File: src/vin_guard_pkg.sv
package vin_guard_pkg;

  // ----------------------------------------------------------------
  // Command codes and reset values
  // ----------------------------------------------------------------
  localparam logic [7:0]  CMD_OV_FAULT_LIMIT   = 8'h55;
  localparam logic [7:0]  CMD_OV_FAULT_ACTION  = 8'h56;
  localparam logic [7:0]  CMD_OV_WARN_LIMIT    = 8'h57;
  localparam logic [7:0]  CMD_UV_WARN_LIMIT    = 8'h58;
  localparam logic [15:0] OV_FAULT_LIMIT_RST   = 16'hd380;
  localparam logic [7:0]  OV_FAULT_ACTION_RST  = 8'h80;
  localparam logic [15:0] OV_WARN_LIMIT_RST    = 16'hd360;
  localparam logic [15:0] UV_WARN_LIMIT_RST    = 16'h0000;

  // ----------------------------------------------------------------
  // Field layouts
  // ----------------------------------------------------------------
  localparam int          MODE_MSB    = 7;
  localparam int          MODE_LSB    = 6;
  localparam int          RETRY_MSB   = 5;
  localparam int          RETRY_LSB   = 3;
  localparam int          DELAY_MSB   = 2;
  localparam int          DELAY_LSB   = 0;
  localparam logic [1:0]  MODE_RETRY  = 2'h2;
  localparam logic [1:0]  MODE_HOLD   = 2'h3;
  localparam logic [2:0]  RETRY_NONE  = 3'h0;
  localparam logic [2:0]  RETRY_LOOP  = 3'h7;
  localparam int          EXP_MSB     = 15;
  localparam int          EXP_LSB     = 11;
  localparam int          MANT_MSB    = 10;
  localparam int          MANT_LSB    = 0;
  localparam int          FRAC_BITS   = 8;
  localparam logic [5:0]  FRAC_SHIFT  = 6'h08;

  // Status bit positions.
  localparam int          SW_INPUT_BIT = 13;
  localparam int          SW_NOTA_BIT  = 0;
  localparam int          SI_OV_FAULT  = 7;
  localparam int          SI_OV_WARN   = 6;
  localparam int          SI_UV_WARN   = 5;
  localparam int          SI_UV_FAULT  = 4;

  // ----------------------------------------------------------------
  // Timing
  // ----------------------------------------------------------------
  localparam int          CLK_PERIOD_PS    = 8000;
  localparam int          RETRY_UNIT_MS    = 35;
  localparam int          RETRY_UNIT_CYC   = RETRY_UNIT_MS * (1000000000 / CLK_PERIOD_PS);
  localparam int          UNIT_CNT_W       = 23;

  // ----------------------------------------------------------------
  // Types
  // ----------------------------------------------------------------
  typedef struct packed {
    logic        valid;
    logic        write;
    logic [7:0]  code;
    logic [15:0] wdata;
  } cmd_req_t;

  typedef struct packed {
    logic        valid;
    logic        error;
    logic [15:0] rdata;
  } cmd_rsp_t;

  typedef struct packed {
    logic run_request;
    logic bias_ok;
    logic other_fault;
  } power_ctl_t;

  typedef enum logic [4:0] {
    ST_STOPPED = 5'h01,
    ST_RUN     = 5'h02,
    ST_LATCHED = 5'h04,
    ST_HOLD    = 5'h08,
    ST_RETRY   = 5'h10
  } out_state_t;

  // Linear-11 word to unsigned volts with FRAC_BITS fraction bits.
  function automatic logic [23:0] lin11_to_fix(input logic [15:0] w);
    logic signed [39:0] y;
    logic signed [5:0]  e;
    logic signed [39:0] v;
    y = 40'(signed'(w[MANT_MSB:MANT_LSB]));
    e = 6'(signed'(w[EXP_MSB:EXP_LSB])) + signed'(FRAC_SHIFT);
    if (e >= 0) begin
      v = y <<< e;
    end else begin
      v = y >>> (-e);
    end
    if (v < 0) begin
      lin11_to_fix = 24'h000000;
    end else if (v > 40'sh0000ffffff) begin
      lin11_to_fix = 24'hffffff;
    end else begin
      lin11_to_fix = v[23:0];
    end
  endfunction : lin11_to_fix

  // Linear-11 word scaled by 1.10, keeping the mantissa in range.
  function automatic logic [15:0] lin11_scale_110(input logic [15:0] w);
    logic signed [15:0] m;
    logic signed [4:0]  n;
    m = 16'(signed'(w[MANT_MSB:MANT_LSB]));
    n = w[EXP_MSB:EXP_LSB];
    m = 16'((m * 11) / 10);
    if (m > 16'sd1023 || m < -16'sd1024) begin
      m = m >>> 1;
      n = n + 5'sd1;
    end
    lin11_scale_110 = {n, m[10:0]};
  endfunction : lin11_scale_110

endpackage : vin_guard_pkg

File: src/vin_guard.sv
// Function
// [RULE_01] Fault action byte at 56h, resets 80h.
// [RULE_02] Overvoltage fault pulls alert low, sets status.
// [RULE_03] Fault bits clear only by clear-faults command.
// [RULE_04] Mode 10: disable, then follow retry setting.
// [RULE_05] Mode 11: off while fault, resume below warn.
// [RULE_06] Retry 000: stay off until fault cleared.
// [RULE_07] Retry 111: retry until off, bias loss, fault.
// [RULE_08] Each retry waits for input below warn.
// [RULE_09] Retry interval is (delay+1) times 35 ms.
// [RULE_10] Overvoltage warn threshold at 57h, resets D360h.
// [RULE_11] Warn crossing sets status bits, notifies host.
// [RULE_12] Undervoltage warn at 58h, resets 1.10 strap.
// [RULE_13] Undervoltage fault clears only above warn threshold.
// [RULE_14] Threshold is mantissa times two to exponent.
// [RULE_15] Host programs thresholds between 0 and 19 V.
// [RULE_16] Overvoltage fault detected against limit at 55h.
// [RULE_17] Exponent bits 15:11, mantissa bits 10:0.
`timescale 1ns/10ps
module vin_guard #(
  parameter int RETRY_UNIT_CYCLES = vin_guard_pkg::RETRY_UNIT_CYC
) (
  input  wire logic                     clk,
  input  wire logic                     rstn,
  input  wire vin_guard_pkg::cmd_req_t  cmd_req,
  input  wire logic                     write_protect,
  input  wire logic                     clear_faults,
  input  wire logic [15:0]              vin_measured,
  input  wire logic [15:0]              input_lockout_strap,
  input  wire vin_guard_pkg::power_ctl_t power_ctl,
  output vin_guard_pkg::cmd_rsp_t       cmd_rsp,
  output logic [15:0]                   status_word,
  output logic [7:0]                    status_input,
  output logic                          alert_line_n,
  output logic                          power_enable,
  output logic                          vin_uv_fault
);
  import vin_guard_pkg::*;

  // ----------------------------------------------------------------
  // Registers
  // ----------------------------------------------------------------
  logic [15:0] ov_fault_limit_reg;
  logic [7:0]  over_fault_action_reg;
  logic [15:0] over_warn_threshold_reg;
  logic [15:0] under_warn_threshold_reg;
  logic        strap_taken_reg;
  out_state_t  state_reg;
  out_state_t  state_next;
  logic        retry_due_reg;

  wire wr_ok    = cmd_req.valid && cmd_req.write && !write_protect;
  wire wr_ovf   = wr_ok && (cmd_req.code == CMD_OV_FAULT_LIMIT);
  wire wr_act   = wr_ok && (cmd_req.code == CMD_OV_FAULT_ACTION);
  wire wr_ovw   = wr_ok && (cmd_req.code == CMD_OV_WARN_LIMIT);
  wire wr_uvw   = wr_ok && (cmd_req.code == CMD_UV_WARN_LIMIT);
  wire mapped   = (cmd_req.code == CMD_OV_FAULT_LIMIT) || (cmd_req.code == CMD_OV_FAULT_ACTION)
                || (cmd_req.code == CMD_OV_WARN_LIMIT) || (cmd_req.code == CMD_UV_WARN_LIMIT);

  // Writes land only when write protection is off; the engine above handles the byte count.
  always_ff @(posedge clk or negedge rstn) begin
    if (!rstn) begin
      ov_fault_limit_reg       <= OV_FAULT_LIMIT_RST;         // see [RULE_16]
      over_fault_action_reg    <= OV_FAULT_ACTION_RST;        // see [RULE_01]
      over_warn_threshold_reg  <= OV_WARN_LIMIT_RST;          // see [RULE_10]
      under_warn_threshold_reg <= UV_WARN_LIMIT_RST;
      strap_taken_reg          <= 1'b0;
    end else begin
      if (wr_ovf) ov_fault_limit_reg <= cmd_req.wdata;
      if (wr_act) over_fault_action_reg <= cmd_req.wdata[7:0];  // see [RULE_01]
      if (wr_ovw) over_warn_threshold_reg <= cmd_req.wdata;     // see [RULE_10]
      strap_taken_reg <= 1'b1;
      // The strap is caught on the first edge after release, never under reset.
      if (!strap_taken_reg) begin
        under_warn_threshold_reg <= lin11_scale_110(input_lockout_strap);  // see [RULE_12]
      end else if (wr_uvw) begin
        under_warn_threshold_reg <= cmd_req.wdata;                         // see [RULE_12]
      end
    end
  end

  // ----------------------------------------------------------------
  // Read path
  // ----------------------------------------------------------------
  wire [15:0] rd_mux = (cmd_req.code == CMD_OV_FAULT_LIMIT)  ? ov_fault_limit_reg :
                       (cmd_req.code == CMD_OV_FAULT_ACTION) ? {8'h00, over_fault_action_reg} :
                       (cmd_req.code == CMD_OV_WARN_LIMIT)   ? over_warn_threshold_reg :
                       (cmd_req.code == CMD_UV_WARN_LIMIT)   ? under_warn_threshold_reg : 16'h0000;

  always_ff @(posedge clk or negedge rstn) begin
    if (!rstn) begin
      cmd_rsp <= '0;
    end else begin
      cmd_rsp.valid <= cmd_req.valid;
      cmd_rsp.error <= cmd_req.valid && (!mapped || (cmd_req.write && write_protect));
      cmd_rsp.rdata <= (cmd_req.valid && !cmd_req.write) ? rd_mux : 16'h0000;
    end
  end

  // ----------------------------------------------------------------
  // Threshold compare
  // ----------------------------------------------------------------
  wire [23:0] vin_fix   = {8'h00, vin_measured};
  wire [23:0] ovf_fix   = lin11_to_fix(ov_fault_limit_reg);       // see [RULE_14] [RULE_17]
  wire [23:0] ovw_fix   = lin11_to_fix(over_warn_threshold_reg);  // see [RULE_14] [RULE_17]
  wire [23:0] uvw_fix   = lin11_to_fix(under_warn_threshold_reg); // see [RULE_14] [RULE_17]
  wire [23:0] uvf_fix   = lin11_to_fix(input_lockout_strap);
  wire        ov_fault  = vin_fix > ovf_fix;                      // see [RULE_16]
  wire        ov_warn   = vin_fix > ovw_fix;
  wire        below_ovw = vin_fix < ovw_fix;
  wire        uv_warn   = vin_fix < uvw_fix;
  wire        uv_trip   = vin_fix < uvf_fix;
  wire        above_uvw = vin_fix > uvw_fix;

  // ----------------------------------------------------------------
  // Status and alert
  // ----------------------------------------------------------------
  // Set wins over clear so a fault in the clearing cycle survives.
  wire [7:0] si_set = {ov_fault, ov_warn, uv_warn, vin_uv_fault, 4'h0};
  wire [7:0] si_next = (clear_faults ? 8'h00 : status_input) | si_set;  // see [RULE_03]
  wire       any_in  = |si_next;

  always_ff @(posedge clk or negedge rstn) begin
    if (!rstn) begin
      status_input <= 8'h00;
      status_word  <= 16'h0000;
      alert_line_n <= 1'b1;
      vin_uv_fault <= 1'b0;
    end else begin
      status_input <= si_next;                                            // see [RULE_02] [RULE_11]
      status_word  <= (16'(any_in) << SW_INPUT_BIT) | (16'(any_in) << SW_NOTA_BIT);  // see [RULE_11]
      alert_line_n <= !any_in;                                            // see [RULE_02] [RULE_11]
      if (uv_trip) begin
        vin_uv_fault <= 1'b1;
      end else if (above_uvw) begin
        vin_uv_fault <= 1'b0;                                             // see [RULE_13]
      end
    end
  end

  // ----------------------------------------------------------------
  // Output enable sequencing
  // ----------------------------------------------------------------
  wire [1:0] mode       = over_fault_action_reg[MODE_MSB:MODE_LSB];
  wire [2:0] retry      = over_fault_action_reg[RETRY_MSB:RETRY_LSB];
  wire [2:0] delay_code = over_fault_action_reg[DELAY_MSB:DELAY_LSB];
  wire       go_ok      = power_ctl.run_request && power_ctl.bias_ok && !power_ctl.other_fault;
  wire       retry_done;
  wire       start_wait = (state_next == ST_RETRY) && (state_reg != ST_RETRY);

  // Unused mode and retry codes fall back to the safe latched-off reaction.
  always_comb begin
    state_next = state_reg;
    case (state_reg)
      ST_STOPPED: state_next = (go_ok && !ov_fault) ? ST_RUN : ST_STOPPED;
      ST_RUN: begin
        if (!go_ok) begin
          state_next = ST_STOPPED;
        end else if (ov_fault) begin
          if (mode == MODE_HOLD) begin
            state_next = ST_HOLD;                                         // see [RULE_05]
          end else if (mode == MODE_RETRY && retry == RETRY_LOOP) begin
            state_next = ST_RETRY;                                        // see [RULE_04] [RULE_07]
          end else begin
            state_next = ST_LATCHED;                                      // see [RULE_04] [RULE_06]
          end
        end
      end
      ST_LATCHED: state_next = clear_faults ? ST_STOPPED : ST_LATCHED;    // see [RULE_06]
      ST_HOLD: begin
        if (!go_ok) begin
          state_next = ST_STOPPED;
        end else if (!ov_fault && below_ovw) begin
          state_next = ST_RUN;                                            // see [RULE_05]
        end
      end
      ST_RETRY: begin
        if (!go_ok) begin
          state_next = ST_STOPPED;                                        // see [RULE_07]
        end else if (retry_due_reg && below_ovw) begin
          state_next = ST_RUN;                                            // see [RULE_08]
        end
      end
      default: state_next = ST_STOPPED;
    endcase
  end

  always_ff @(posedge clk or negedge rstn) begin
    if (!rstn) begin
      state_reg     <= ST_STOPPED;
      retry_due_reg <= 1'b0;
      power_enable  <= 1'b0;
    end else begin
      state_reg     <= state_next;
      retry_due_reg <= start_wait ? 1'b0 : (retry_due_reg | retry_done);  // see [RULE_09]
      power_enable  <= (state_next == ST_RUN);
    end
  end

  retry_timer #(
    .UNIT_CYCLES (RETRY_UNIT_CYCLES)
  ) u_retry_timer (
    .clk        (clk),
    .rstn       (rstn),
    .start      (start_wait),
    .delay_code (delay_code),
    .expired    (retry_done)
  );  // see [RULE_09]

endmodule : vin_guard

File: src/retry_timer.sv
`timescale 1ns/10ps
module retry_timer #(
  parameter int UNIT_CYCLES = vin_guard_pkg::RETRY_UNIT_CYC
) (
  input  wire logic       clk,
  input  wire logic       rstn,
  input  wire logic       start,
  input  wire logic [2:0] delay_code,
  output logic            expired
);
  import vin_guard_pkg::*;

  logic [UNIT_CNT_W-1:0] cyc_reg;
  logic [3:0]            units_reg;
  logic                  busy_reg;
  wire                   unit_tick = busy_reg && (cyc_reg == UNIT_CNT_W'(UNIT_CYCLES - 1));
  wire                   last_unit = unit_tick && (units_reg == 4'h1);

  // The delay is latched at start so a rewrite mid-wait cannot stretch it.
  always_ff @(posedge clk or negedge rstn) begin
    if (!rstn) begin
      cyc_reg   <= '0;
      units_reg <= 4'h0;
      busy_reg  <= 1'b0;
      expired   <= 1'b0;
    end else begin
      expired <= last_unit;
      if (start) begin
        cyc_reg   <= '0;
        units_reg <= {1'b0, delay_code} + 4'h1;
        busy_reg  <= 1'b1;
      end else if (busy_reg) begin
        cyc_reg   <= unit_tick ? '0 : cyc_reg + UNIT_CNT_W'(1);
        units_reg <= unit_tick ? units_reg - 4'h1 : units_reg;
        busy_reg  <= !last_unit;
      end
    end
  end

endmodule : retry_timer

File: config.mk
export PLATFORM = sky130hd
export DESIGN_NAME = vin_guard
export DESIGN_NICKNAME = d
export VERILOG_FILES = /design/src/vin_guard_pkg.sv /design/src/vin_guard.sv /design/src/retry_timer.sv
export SDC_FILE = /design/constraint.sdc
export NUM_CORES = 1
export LEC_CHECK = 0
export BUFFER_PORTS_ARGS = -buffer_cell sky130_fd_sc_hd__buf_2
export CAP_MARGIN = 10
export CELL_PAD_IN_SITES_DETAIL_PLACEMENT = 0
export CELL_PAD_IN_SITES_GLOBAL_PLACEMENT = 1
export CORE_MARGIN = 2
export CORE_UTILIZATION = 51
export CTS_CLUSTER_SIZE = 20
export DETAILED_ROUTE_END_ITERATION = 12
export PLACE_DENSITY_LB_ADDON = 0.1
export SLEW_MARGIN = 5
export SYNTH_ARGS = -nofsm -noshare
export SYNTH_HDL_FRONTEND = slang
export SYNTH_HIERARCHICAL = 1
export SYNTH_SLANG_ARGS = --single-unit
File: constraint.sdc
create_clock -name clk -period 9.9 [get_ports clk]
set_input_delay 0.99 -clock clk [delete_from_list [all_inputs] [get_ports clk]]
set_output_delay 0.99 -clock clk [all_outputs]
set_load 0.01 [all_outputs]
# Word level (Yosys, flattened, before mapping)
# Index checks and enable logic that the tools add are counted.
totals:
  ff_bits: 135
  inputBits: 65
  output_inout_bits: 45
  wordCells: 161
classes:
  n_addsub: 12
  multipliers: 1
  div: 1
  magnitude_cmp: 20
  eq_ne: 18
  n_shift: 8
  mux: 44
  bitwise_logic: 3
  reduce_logical: 35
ops:
  columns: ["op", "count"]
  rows:
  - ["two-way mux 24 bit", 8]
  - ["greater-than comparator 40 x 25 -> 1 bit (second input constant)", 4]
  - ["less-than comparator 40 x 1 -> 1 bit (second input constant)", 4]
  - ["two-way mux 40 bit", 4]
  - ["<<< shifter 11 x 6 -> 40 bit", 4]
  - [">>> shifter 11 x 6 -> 40 bit", 4]
  - ["two-way mux 16 bit", 7]
  - ["greater-than comparator 16 x 24 -> 1 bit", 3]
  - ["less-than comparator 16 x 24 -> 1 bit", 3]
  - ["two-way mux 23 bit", 3]
  - ["two-way mux 5 bit", 9]
  - ["divider 32 x 5 -> 32 bit (second input constant)", 1]
  - ["== test 8 x 7 -> 1 bit (second input constant)", 4]
  - ["one-hot mux 5 bit (5 select lines)", 1]
  - ["adder 5 x 5 -> 6 bit (second input constant)", 4]
  - ["greater-or-equal comparator 6 x 1 -> 1 bit (second input constant)", 4]
  - ["negation 6 bit", 4]
  - ["adder 23 x 1 -> 23 bit (second input constant)", 1]
  - ["== test 23 bit (second input constant)", 1]
  - ["logical AND 1 bit", 18]
  - ["greater-than comparator 16 x 11 -> 1 bit (second input constant)", 1]
  - ["less-than comparator 16 x 11 -> 1 bit (second input constant)", 1]
  - ["multiplier 11 x 5 -> 16 bit (second input constant)", 1]
  - ["OR 14 x 1 -> 14 bit", 1]
  - ["other kinds (26)", 47]

# Depth between registers and ports, before layout
# Gate-level depths: netlist of run 1.
logic_depth:
  word_depth: 17
  mapped_depth: 46
  depth_no_buf: 37

# Modules after synthesis
# The synthesis of run 1 kept the hierarchy.
by_module_without_submodules:
  columns: ["mod", "instances", "cells_per_inst", "area_per_inst_um2", "seq_area_each_um2"]
  rows:
  - ["vin_guard", 1, 2181, 16094.2, 2347.3]
  - ["retry_timer", 1, 182, 1701.6, 725.7]

# Least setup slack after synthesis of run 1
# No wires, ideal clock.
synth_path:
  kind: "input to register"
  from: "in input_lockout_strap[3]"
  to: "reg under_warn_threshold_reg[0]"
  setup_ns: 0.126
  arrival_time_ns: 9.549
  required_ns: 9.774
  setup_slack_ns: 0.225
  cell_stages: 37
  path_buffers: 1
  cell_sequence: "ha_1 -> inv_1 -> fa_1 -> inv_1 -> ha_1 -> a21oi_1 -> o31ai_4 -> o31ai_1 -> o211ai_1 -> nor4_4 -> mux2i_1 -> o21ai_1 -> a311o_2 -> nand2b_1 -> buf_4 -> mux2i_2 -> o21ai_1 -> or3_1 -> nand2_1 -> or4b_1 -> and3_1 -> o221ai_1 -> o221ai_1 -> a311oi_4 -> nor2_2 -> o21ai_0 -> a21oi_1 -> a211oi_1 -> ha_1 -> nand2_1 -> or4_1 -> a221o_1 -> o31ai_1 -> nand2_1 -> o21ai_4 -> inv_2 -> o311a_1"
synth_between:
  elab_chain_cells: 6
  word_cells_on_any_way: 7
  classes_between: "1 x mul; 1 x div; 2 x order compare; 2 x mux; 1 x reduce/logical"
synth_lines:
  columns: ["item", "line", "rtl"]
  rows:
  - ["start, declared", "vin_guard.sv:29", "input wire logic [15:0] input_lockout_strap,"]
  - ["multiplier 11 x 5 -> 16 bit *", "vin_guard_pkg.sv:108", "m = 16'((m * 11) / 10);"]
  - ["divider 32 x 5 -> 32 bit *", "vin_guard_pkg.sv:108", null]
  - ["greater-than comparator 16 x 11 -> 1 bit / less-than comparator 16 x 11 -> 1 bit (equally long branches)", "vin_guard_pkg.sv:109", "if (m > 16'sd1023 || m < -16'sd1024) begin"]
  - ["logical OR 1 bit", "vin_guard_pkg.sv:109", null]
  - ["two-way mux 11 bit *", "vin_guard_pkg.sv:109", null]
  - ["two-way mux 16 bit *", "vin_guard.sv:74", "if (!strap_taken_reg) begin"]
  - ["end signal, assigned", "vin_guard.sv:75", "under_warn_threshold_reg <= lin11_scale_110(input_lockout_strap);"]
  - ["end signal, assigned", "vin_guard.sv:77", "under_warn_threshold_reg <= cmd_req.wdata;"]
  - ["end, declared", "vin_guard.sv:46", "logic [15:0] under_warn_threshold_reg;"]
# Every way passes the cells marked *; elsewhere a longest branch is shown, timed or not.
# A chain may end at the register's enable or synchronous reset.

# Worst setup path in the final report of run 1
layout_path:
  from: "in input_lockout_strap[3]"
  to: "reg under_warn_threshold_reg[8]"
# The elaborated chain is that of the path after synthesis.

==> metrics.yaml, run 1 <==
postSynthCellCount: 2363
hold_class: "register to register"
drtAntennaViolNets: 0
design.final.nets: 2791
ys_seq_area_share_pct: 17.3
timing.critical_path.slowest_stage_cell: "or4_4"
fmax_mhz: 103
io-pin-count: 110
highest_net_fanout_along_the_worst_path: 8
final_core_utilization_pct: 61.5
cts.root.buffer_cell: "clkbuf_16"
endpoint_kind: "register"
power.clock.fraction_pct: 8.7
static_leakage_nw: 9.22
gpl.final_weighted_congestion: 0.955
cts-htree-levels: 4
power_frac_seq_pct: 8.7
routed_wire_per_std_cell_um: 19.5
critical_path.reg2reg.startpoint: "ov_fault_limit_reg[11]"
grt_max_degree: 71
numClockSinks: 122
layoutNonFillerInstCount: 3074
synthesis.yosys.warnings: 6
floorplan.rows: 68
area_added_between_synthesis_and_finish_pct: 19.2
insertion_delay_ps: 420
setup_violations: 0
synth-edff-count: 0
worst_hold_slack_ps: 516
tritoncts: "built"
crit_type: "primary input to register"
floorplan.die_area_um2: 36400
cell_internal_power_dissipation_w: 0.00389
post_synth_num_cell_types: 114
hold_path.startpoint: "u_retry_timer/expired"
total_overflow_reported_by_the_global_router: 0
most-common-layout-cells: "buf_4 (277), nand2_1 (247), nor2_1 (219)"
post-place-ws_ps: -509
critPathRequiredTime_ps: 10210
drtPass1Iterations: 6
tns_ps: 0
antenna_found_initial: 1
crit_path_frequent_cell: "buf_4"
cts.path.max_buffers: 2
outcome: "finished clean"
drt-vias-per-instance: 6.29
grt_util_met3_pct: 3.59
setup_slack_ps: 236
grt.met2_usage_pct: 54.1
worstSetupStartpoint: "input_lockout_strap[3]"
max_cap_viol_count: 0
largest_reg_flops: 23
drc_errors: 0
core_area_um2: 34500
final_layout_size_suffix_gt1_share_pct: 23.7
globalRouteMet1Util_pct: 41.8
detail_route.wirelength_mm: 59.9
critical-path-max-stage-delay_ps: 560
clk_transition_reported_paths_ps: 60
period_share_pct: 97.6
initial_core_util_pct: 51.6
timing.slew.headroom_pct: 26.0
critPathBufInv: 8
syn_area_per_cell_um2: 7.53
height_of_the_chip_um: 191
grt_pass1_vias: 18000
drt_iter0_drc: 1725
detailedPlacementHpwl_mm: 46.6
die_width_um: 191
critical_path_arrival_ps: 9980
p_switching_w: 0.00370
route.vias.total: 19300
postSynthRegisterBits: 122
gr-max-usage-layer: "met2"
netlist_area_um2: 17800
timing_max_transition_violations_final: 0
power.density_nw_per_um2: 358
worst_path_dominant_cell_family: "simple AND/OR/NAND/NOR gates"
clock_skew_ps: 10.4
power.combinational.fraction_pct: 82.6
grt_util_all_layers_pct: 31.7
netSwitchingFraction_pct: 48.7
numCtsBuffers: 17
worst_ir_drop_vdd_v: 0.000298
synth_async_sr_flop_share_pct: 100
port_buffer_count: 95
post-route-min-period_ps: 9660
layout_commonest_cell: "buf_4"
yosys_most_used_dff: "dfrtp_1"
report.final.hold_viol_count: 0
grt_pass1_wl_mm: 93.6
placed_cells: 3031
setup.worst_path.start_class: "primary input"
worst-slew-pin-transition_ps: 1100
cts-hold-fix-buffers: 0
-- cell usage after synthesis, types with 37 or more instances --
master / count / area, um^2
a21oi_1: 217 / 1090
clkbuf_1: 111 / 417
dfrtp_1: 106 / 2650
ha_1: 113 / 1410
inv_1: 81 / 304
mux2_2: 67 / 754
mux2i_1: 79 / 791
nand2_1: 249 / 935
nand3_1: 50 / 250
nand4_1: 38 / 238
nor2_1: 224 / 841
nor2b_1: 37 / 231
nor3_1: 56 / 280
o21ai_0: 180 / 901
xnor2_1: 52 / 455
-- power by group through the flow --
stage / Clock [W] / Combinational [W] / Sequential (W)
after global routing: 0.000690 / 0.00675 / 0.000669
after global placement: 0 / 0.00575 / 0.000664
final: 0.000658 / 0.00627 / 0.000661
after CTS: 0.000664 / 0.00585 / 0.000656
after detailed placement: 0 / 0.00579 / 0.000664
after floorplan: 0 / 0.00351 / 0.000592
-- per-stage QoR --
step                total power [W]  instance area, um^2
floorplan                   0.00411                17800
global placement            0.00641                20200
detailed placement          0.00646                20200
CTS                         0.00717                20800
global route                0.00811                21200
finish                      0.00759                21200
-- worst paths after layout --
check	endpoint	depth (start not counted)	slack, ps
worst max-delay path	under_warn_threshold_reg[8]	42	240
worst min register to register	retry_due_reg	2	520
worst max register to register	u_retry_timer/cyc_reg[19]	29	1490
max in group asynchronous	state_reg[4]	2	7970
min in group asynchronous	ov_fault_limit_reg[11]	1	590
worst min-delay path	retry_due_reg	2	520
-- cell families after synthesis --
family,share of synthesized area (%)
flip-flops,17.3
multiplexers,12.2
other,0.0422
buffers and inverters,6.10
AND/OR/NAND/NOR,23.3
AO/OA/AOI/OAI,28.0
adder cells (fa/ha/maj),9.01
XOR/XNOR,4.01
-- repair_timing --
action	in CTS	in global routing
setup buffers	0	9
pin swaps	0	19
resized for setup	6	61
endpoints found under the setup margin	14	15
-- worst register-to-register path: cells and delay by family (launching register included) --
kind,cells,cell delay [ps]
AO/OA/AOI/OAI,13,3430
adder cells (fa/ha/maj),1,300
buffers and inverters,2,710
flip-flops,1,970
multiplexers,2,330
AND/OR/NAND/NOR,11,2590
-- final cells by class --
cell class              count  area [um^2]
fillers                  3178        13300
flip-flops and latches    122         3070
well taps                 455          569
clock inverters            10          168
multi-input cells        2000        14000
repair buffers            375         2610
diodes                      1         2.50
inverters                  89          334
clock buffers              22          454
-- per-layer routing --
layer	vias to the layer above	wire, um
li1	9301	-
met1	9271	25900
met2	669	28800
met3	99	3530
met4	0	1680
met5	-	0
(Power assumes the default switching activity.)
==> run 2: changes to the inputs <==
Settings changed: ABC_AREA set to 1, CORE_UTILIZATION 51 to 44, PLACE_DENSITY set to 0.9, PLACE_DENSITY_LB_ADDON 0.1 to unset.
Clock period 9.9 ns to 11 ns, I/O delays scaled along.
==> metrics.yaml, run 2 <==
outcome: "finished clean"
synth.top_cells.by_area: "dfrtp_1 (16%), nand2_1 (15%), o21ai_0 (11%)"
most-common-layout-cells: "nand2_1 (674), o21ai_0 (377), inv_1 (328)"
max_cap_viol_count: 0  # unchanged
nFillCells: 4027  # +27%
post-route-cell-area_um2: 18200  # -14%
cts-hold-fix-buffers: 0  # unchanged
critical_path_arrival_ps: 10230  # +250 ps
drt_iter0_drc: 1241  # -28%
area_added_between_synthesis_and_finish_pct: 7.49
grt_max_degree: 72  # +1.4%
placed_cell_areas_um2: 17700  # -13%
drtAntennaViolNets: 0  # unchanged
post_synth_num_cell_types: 63  # -45%
port_buffer_count: 95  # unchanged
syn_area_per_cell_um2: 5.99  # -20%
detailedPlacementHpwl_mm: 43.5  # -6.6%
route.vias.total: 18700  # -3.2%
floorplan.die_area_um2: 40100  # +10%
synth_async_sr_flop_share_pct: 100  # unchanged
cts.root.buffer_cell: "clkbuf_16"
timing.slew.headroom_pct: 29.8  # +3.7 points
core_area_um2: 37800  # +9.8%
crit_type: "primary input to register"
initial_core_util_pct: 44.8  # -6.9 points
timing.reg2reg.worst_path_depth: 31  # +6.9%
drt-vias-per-instance: 5.55  # -12%
numCtsBuffers: 17  # unchanged
numClockSinks: 122  # unchanged
postSynthCellCount: 2828  # +20%
worst-slew-pin-transition_ps: 1050  # -54.9 ps
critPathRequiredTime_ps: 11350  # +1140 ps
yosys.cell_count.top_type: "nand2_1"
report.final.hold_viol_count: 0  # unchanged
highest_net_fanout_along_the_worst_path: 17  # +9
post-place-ws_ps: 757  # +1270 ps
grt_util_all_layers_pct: 25.8  # -5.9 points
fmax_mhz: 101
rsz0062_at_grt: "no"
timing_max_transition_violations_final: 0  # unchanged
largest_reg_flops: 23  # unchanged
synth-edff-count: 0  # unchanged
synth_common_cells: "nand2_1 (674), o21ai_0 (377), inv_1 (328)"
critical_path.reg2reg.startpoint: "ov_fault_limit_reg[11]"
clock_skew_ps: 8.03  # -2.33 ps
clk_transition_reported_paths_ps: 60  # about the same
post-route-min-period_ps: 9870
period_share_pct: 89.7
total_overflow_reported_by_the_global_router: 0  # unchanged
yosys_most_used_dff: "dfrtp_1"
timing.critical_path.slowest_stage_cell: "fa_1"
grt_pass1_vias: 17300  # -4.2%
hold_path.startpoint: "u_retry_timer/expired"
io-pin-count: 110  # unchanged
routed_wire_per_std_cell_um: 15.8  # -19%
postSynthRegisterBits: 122  # unchanged
worstSetupStartpoint: "input_lockout_strap[10]"
postCtsResizedCells: 0  # -6
drc_errors: 0  # unchanged
hold_class: "register to register"
netlist_area_um2: 16900  # -4.8%
insertion_delay_ps: 420  # about the same
postCtsSetupRepairBufs: 0  # unchanged
drtPass1Iterations: 7  # +1
antenna_found_initial: 0  # -1
crit_path_frequent_cell: "nand2_2"
tritoncts: "built"
setup_violations: 0  # unchanged
floorplan.rows: 71  # +4.4%
endpoint_kind: "register"
synthesis.yosys.warnings: 6  # unchanged
synth_top_cell_area_share_pct: 15.7  # +0.74 points
ys_seq_area_share_pct: 18.1  # +0.86 points
critical-path-max-stage-delay_ps: 580  # +20 ps
hold_depth: 2  # unchanged
final_layout_size_suffix_gt1_share_pct: 10.5  # -13 points
antenna_cells: 0  # -1
gpl.final_weighted_congestion: 0.939  # -1.6%
cts.path.max_buffers: 2  # unchanged
layout_commonest_cell: "nand2_1"
setup_slack_ps: 1130  # +893 ps
synth_area_leader_cell: "dfrtp_1"
die_width_um: 200  # +5.0%
design.final.nets: 3039  # +8.9%
setup.worst_path.start_class: "primary input"
tns_ps: 0  # unchanged
detail_route.wirelength_mm: 53.3  # -11%
cts-htree-levels: 4  # unchanged
height_of_the_chip_um: 200  # +5.0%
grt_pass1_wl_mm: 86.5  # -7.6%
## run 2: cell count changes after synthesis, sizes merged, moves of 37 or more
cell,before,now
a21oi,218,126
clkbuf,111,72
inv,83,351
mux2,68,0
mux2i,81,7
nand2,250,741
nand3,52,221
nor2,225,318
nor2b,37,0
o21ai,198,393
xnor2,54,9
## run 2: worst paths after layout
kind                                          endpoint  slack, ps
setup / recovery           under_warn_threshold_reg[4]       1130
hold / removal                           retry_due_reg        450
setup reg to reg             u_retry_timer/cyc_reg[17]       4150
hold reg to reg                          retry_due_reg        450
max in group asynchronous                  cmd_rsp[11]       8970
min in group asynchronous               status_word[0]        720
## run 2: worst max-delay path, delay by kind of cell
| family | cells | cell delay (ps) |
|---|---|---|
| AO/OA/AOI/OAI | 4 | 680 |
| adder cells (fa/ha/maj) | 3 | 1060 |
| buffers and inverters | 11 | 1160 |
| AND/OR/NAND/NOR | 60 | 6180 |
## run 2: area by class of cell
cell class / count / area, um^2 / area share, %
Clock buffer: 19 / 453 / 2.49
Tap cell: 511 / 639 / 3.51
Multi-Input combinational cell: 2247 / 12100 / 66.2
Clock inverter: 13 / 105 / 0.577
Inverter: 366 / 1370 / 7.54
Timing Repair Buffer: 99 / 508 / 2.79
Sequential cell: 122 / 3070 / 16.9
## run 2: kinds of logic (layout without fill, tap and decap cells)
logic type               count (synthesis)  after routing  synth area share (%)
AO/OA/AOI/OAI                          666            666                  22.1
XOR/XNOR                                47             47                  2.43
adder cells (fa/ha/maj)                121            121                  9.29
buffers and inverters                  472            497                  11.0
flip-flops                             122            122                  18.1
multiplexers                             7              7                 0.413
other                                    2             15                0.0443
AND/OR/NAND/NOR                       1391           1391                  36.7
## run 2: routing by layer
metal / up-vias / global-route usage (%) / wire length (um)
met5: - / 0 / 0
met4: 0 / 8.25 / 1420
met3: 74 / 1.85 / 2410
met2: 529 / 44.5 / 25500
met1: 8645 / 34.4 / 23900
li1: 9481 / - / -
## run 2: stage by stage
step	hold slack, ps	utilization (%)	instances
after floorplan	422	-	2841
after global placement	427	46.7	3345
after detailed placement	444	46.7	3345
after CTS	448	48.1	3377
after global routing	477	48.1	3377
final	447	48.1	3377
Power of run 2 is left out: the tool's default activity adds up to more than one toggle a clock period on the data nets, which glitch-free logic cannot reach.
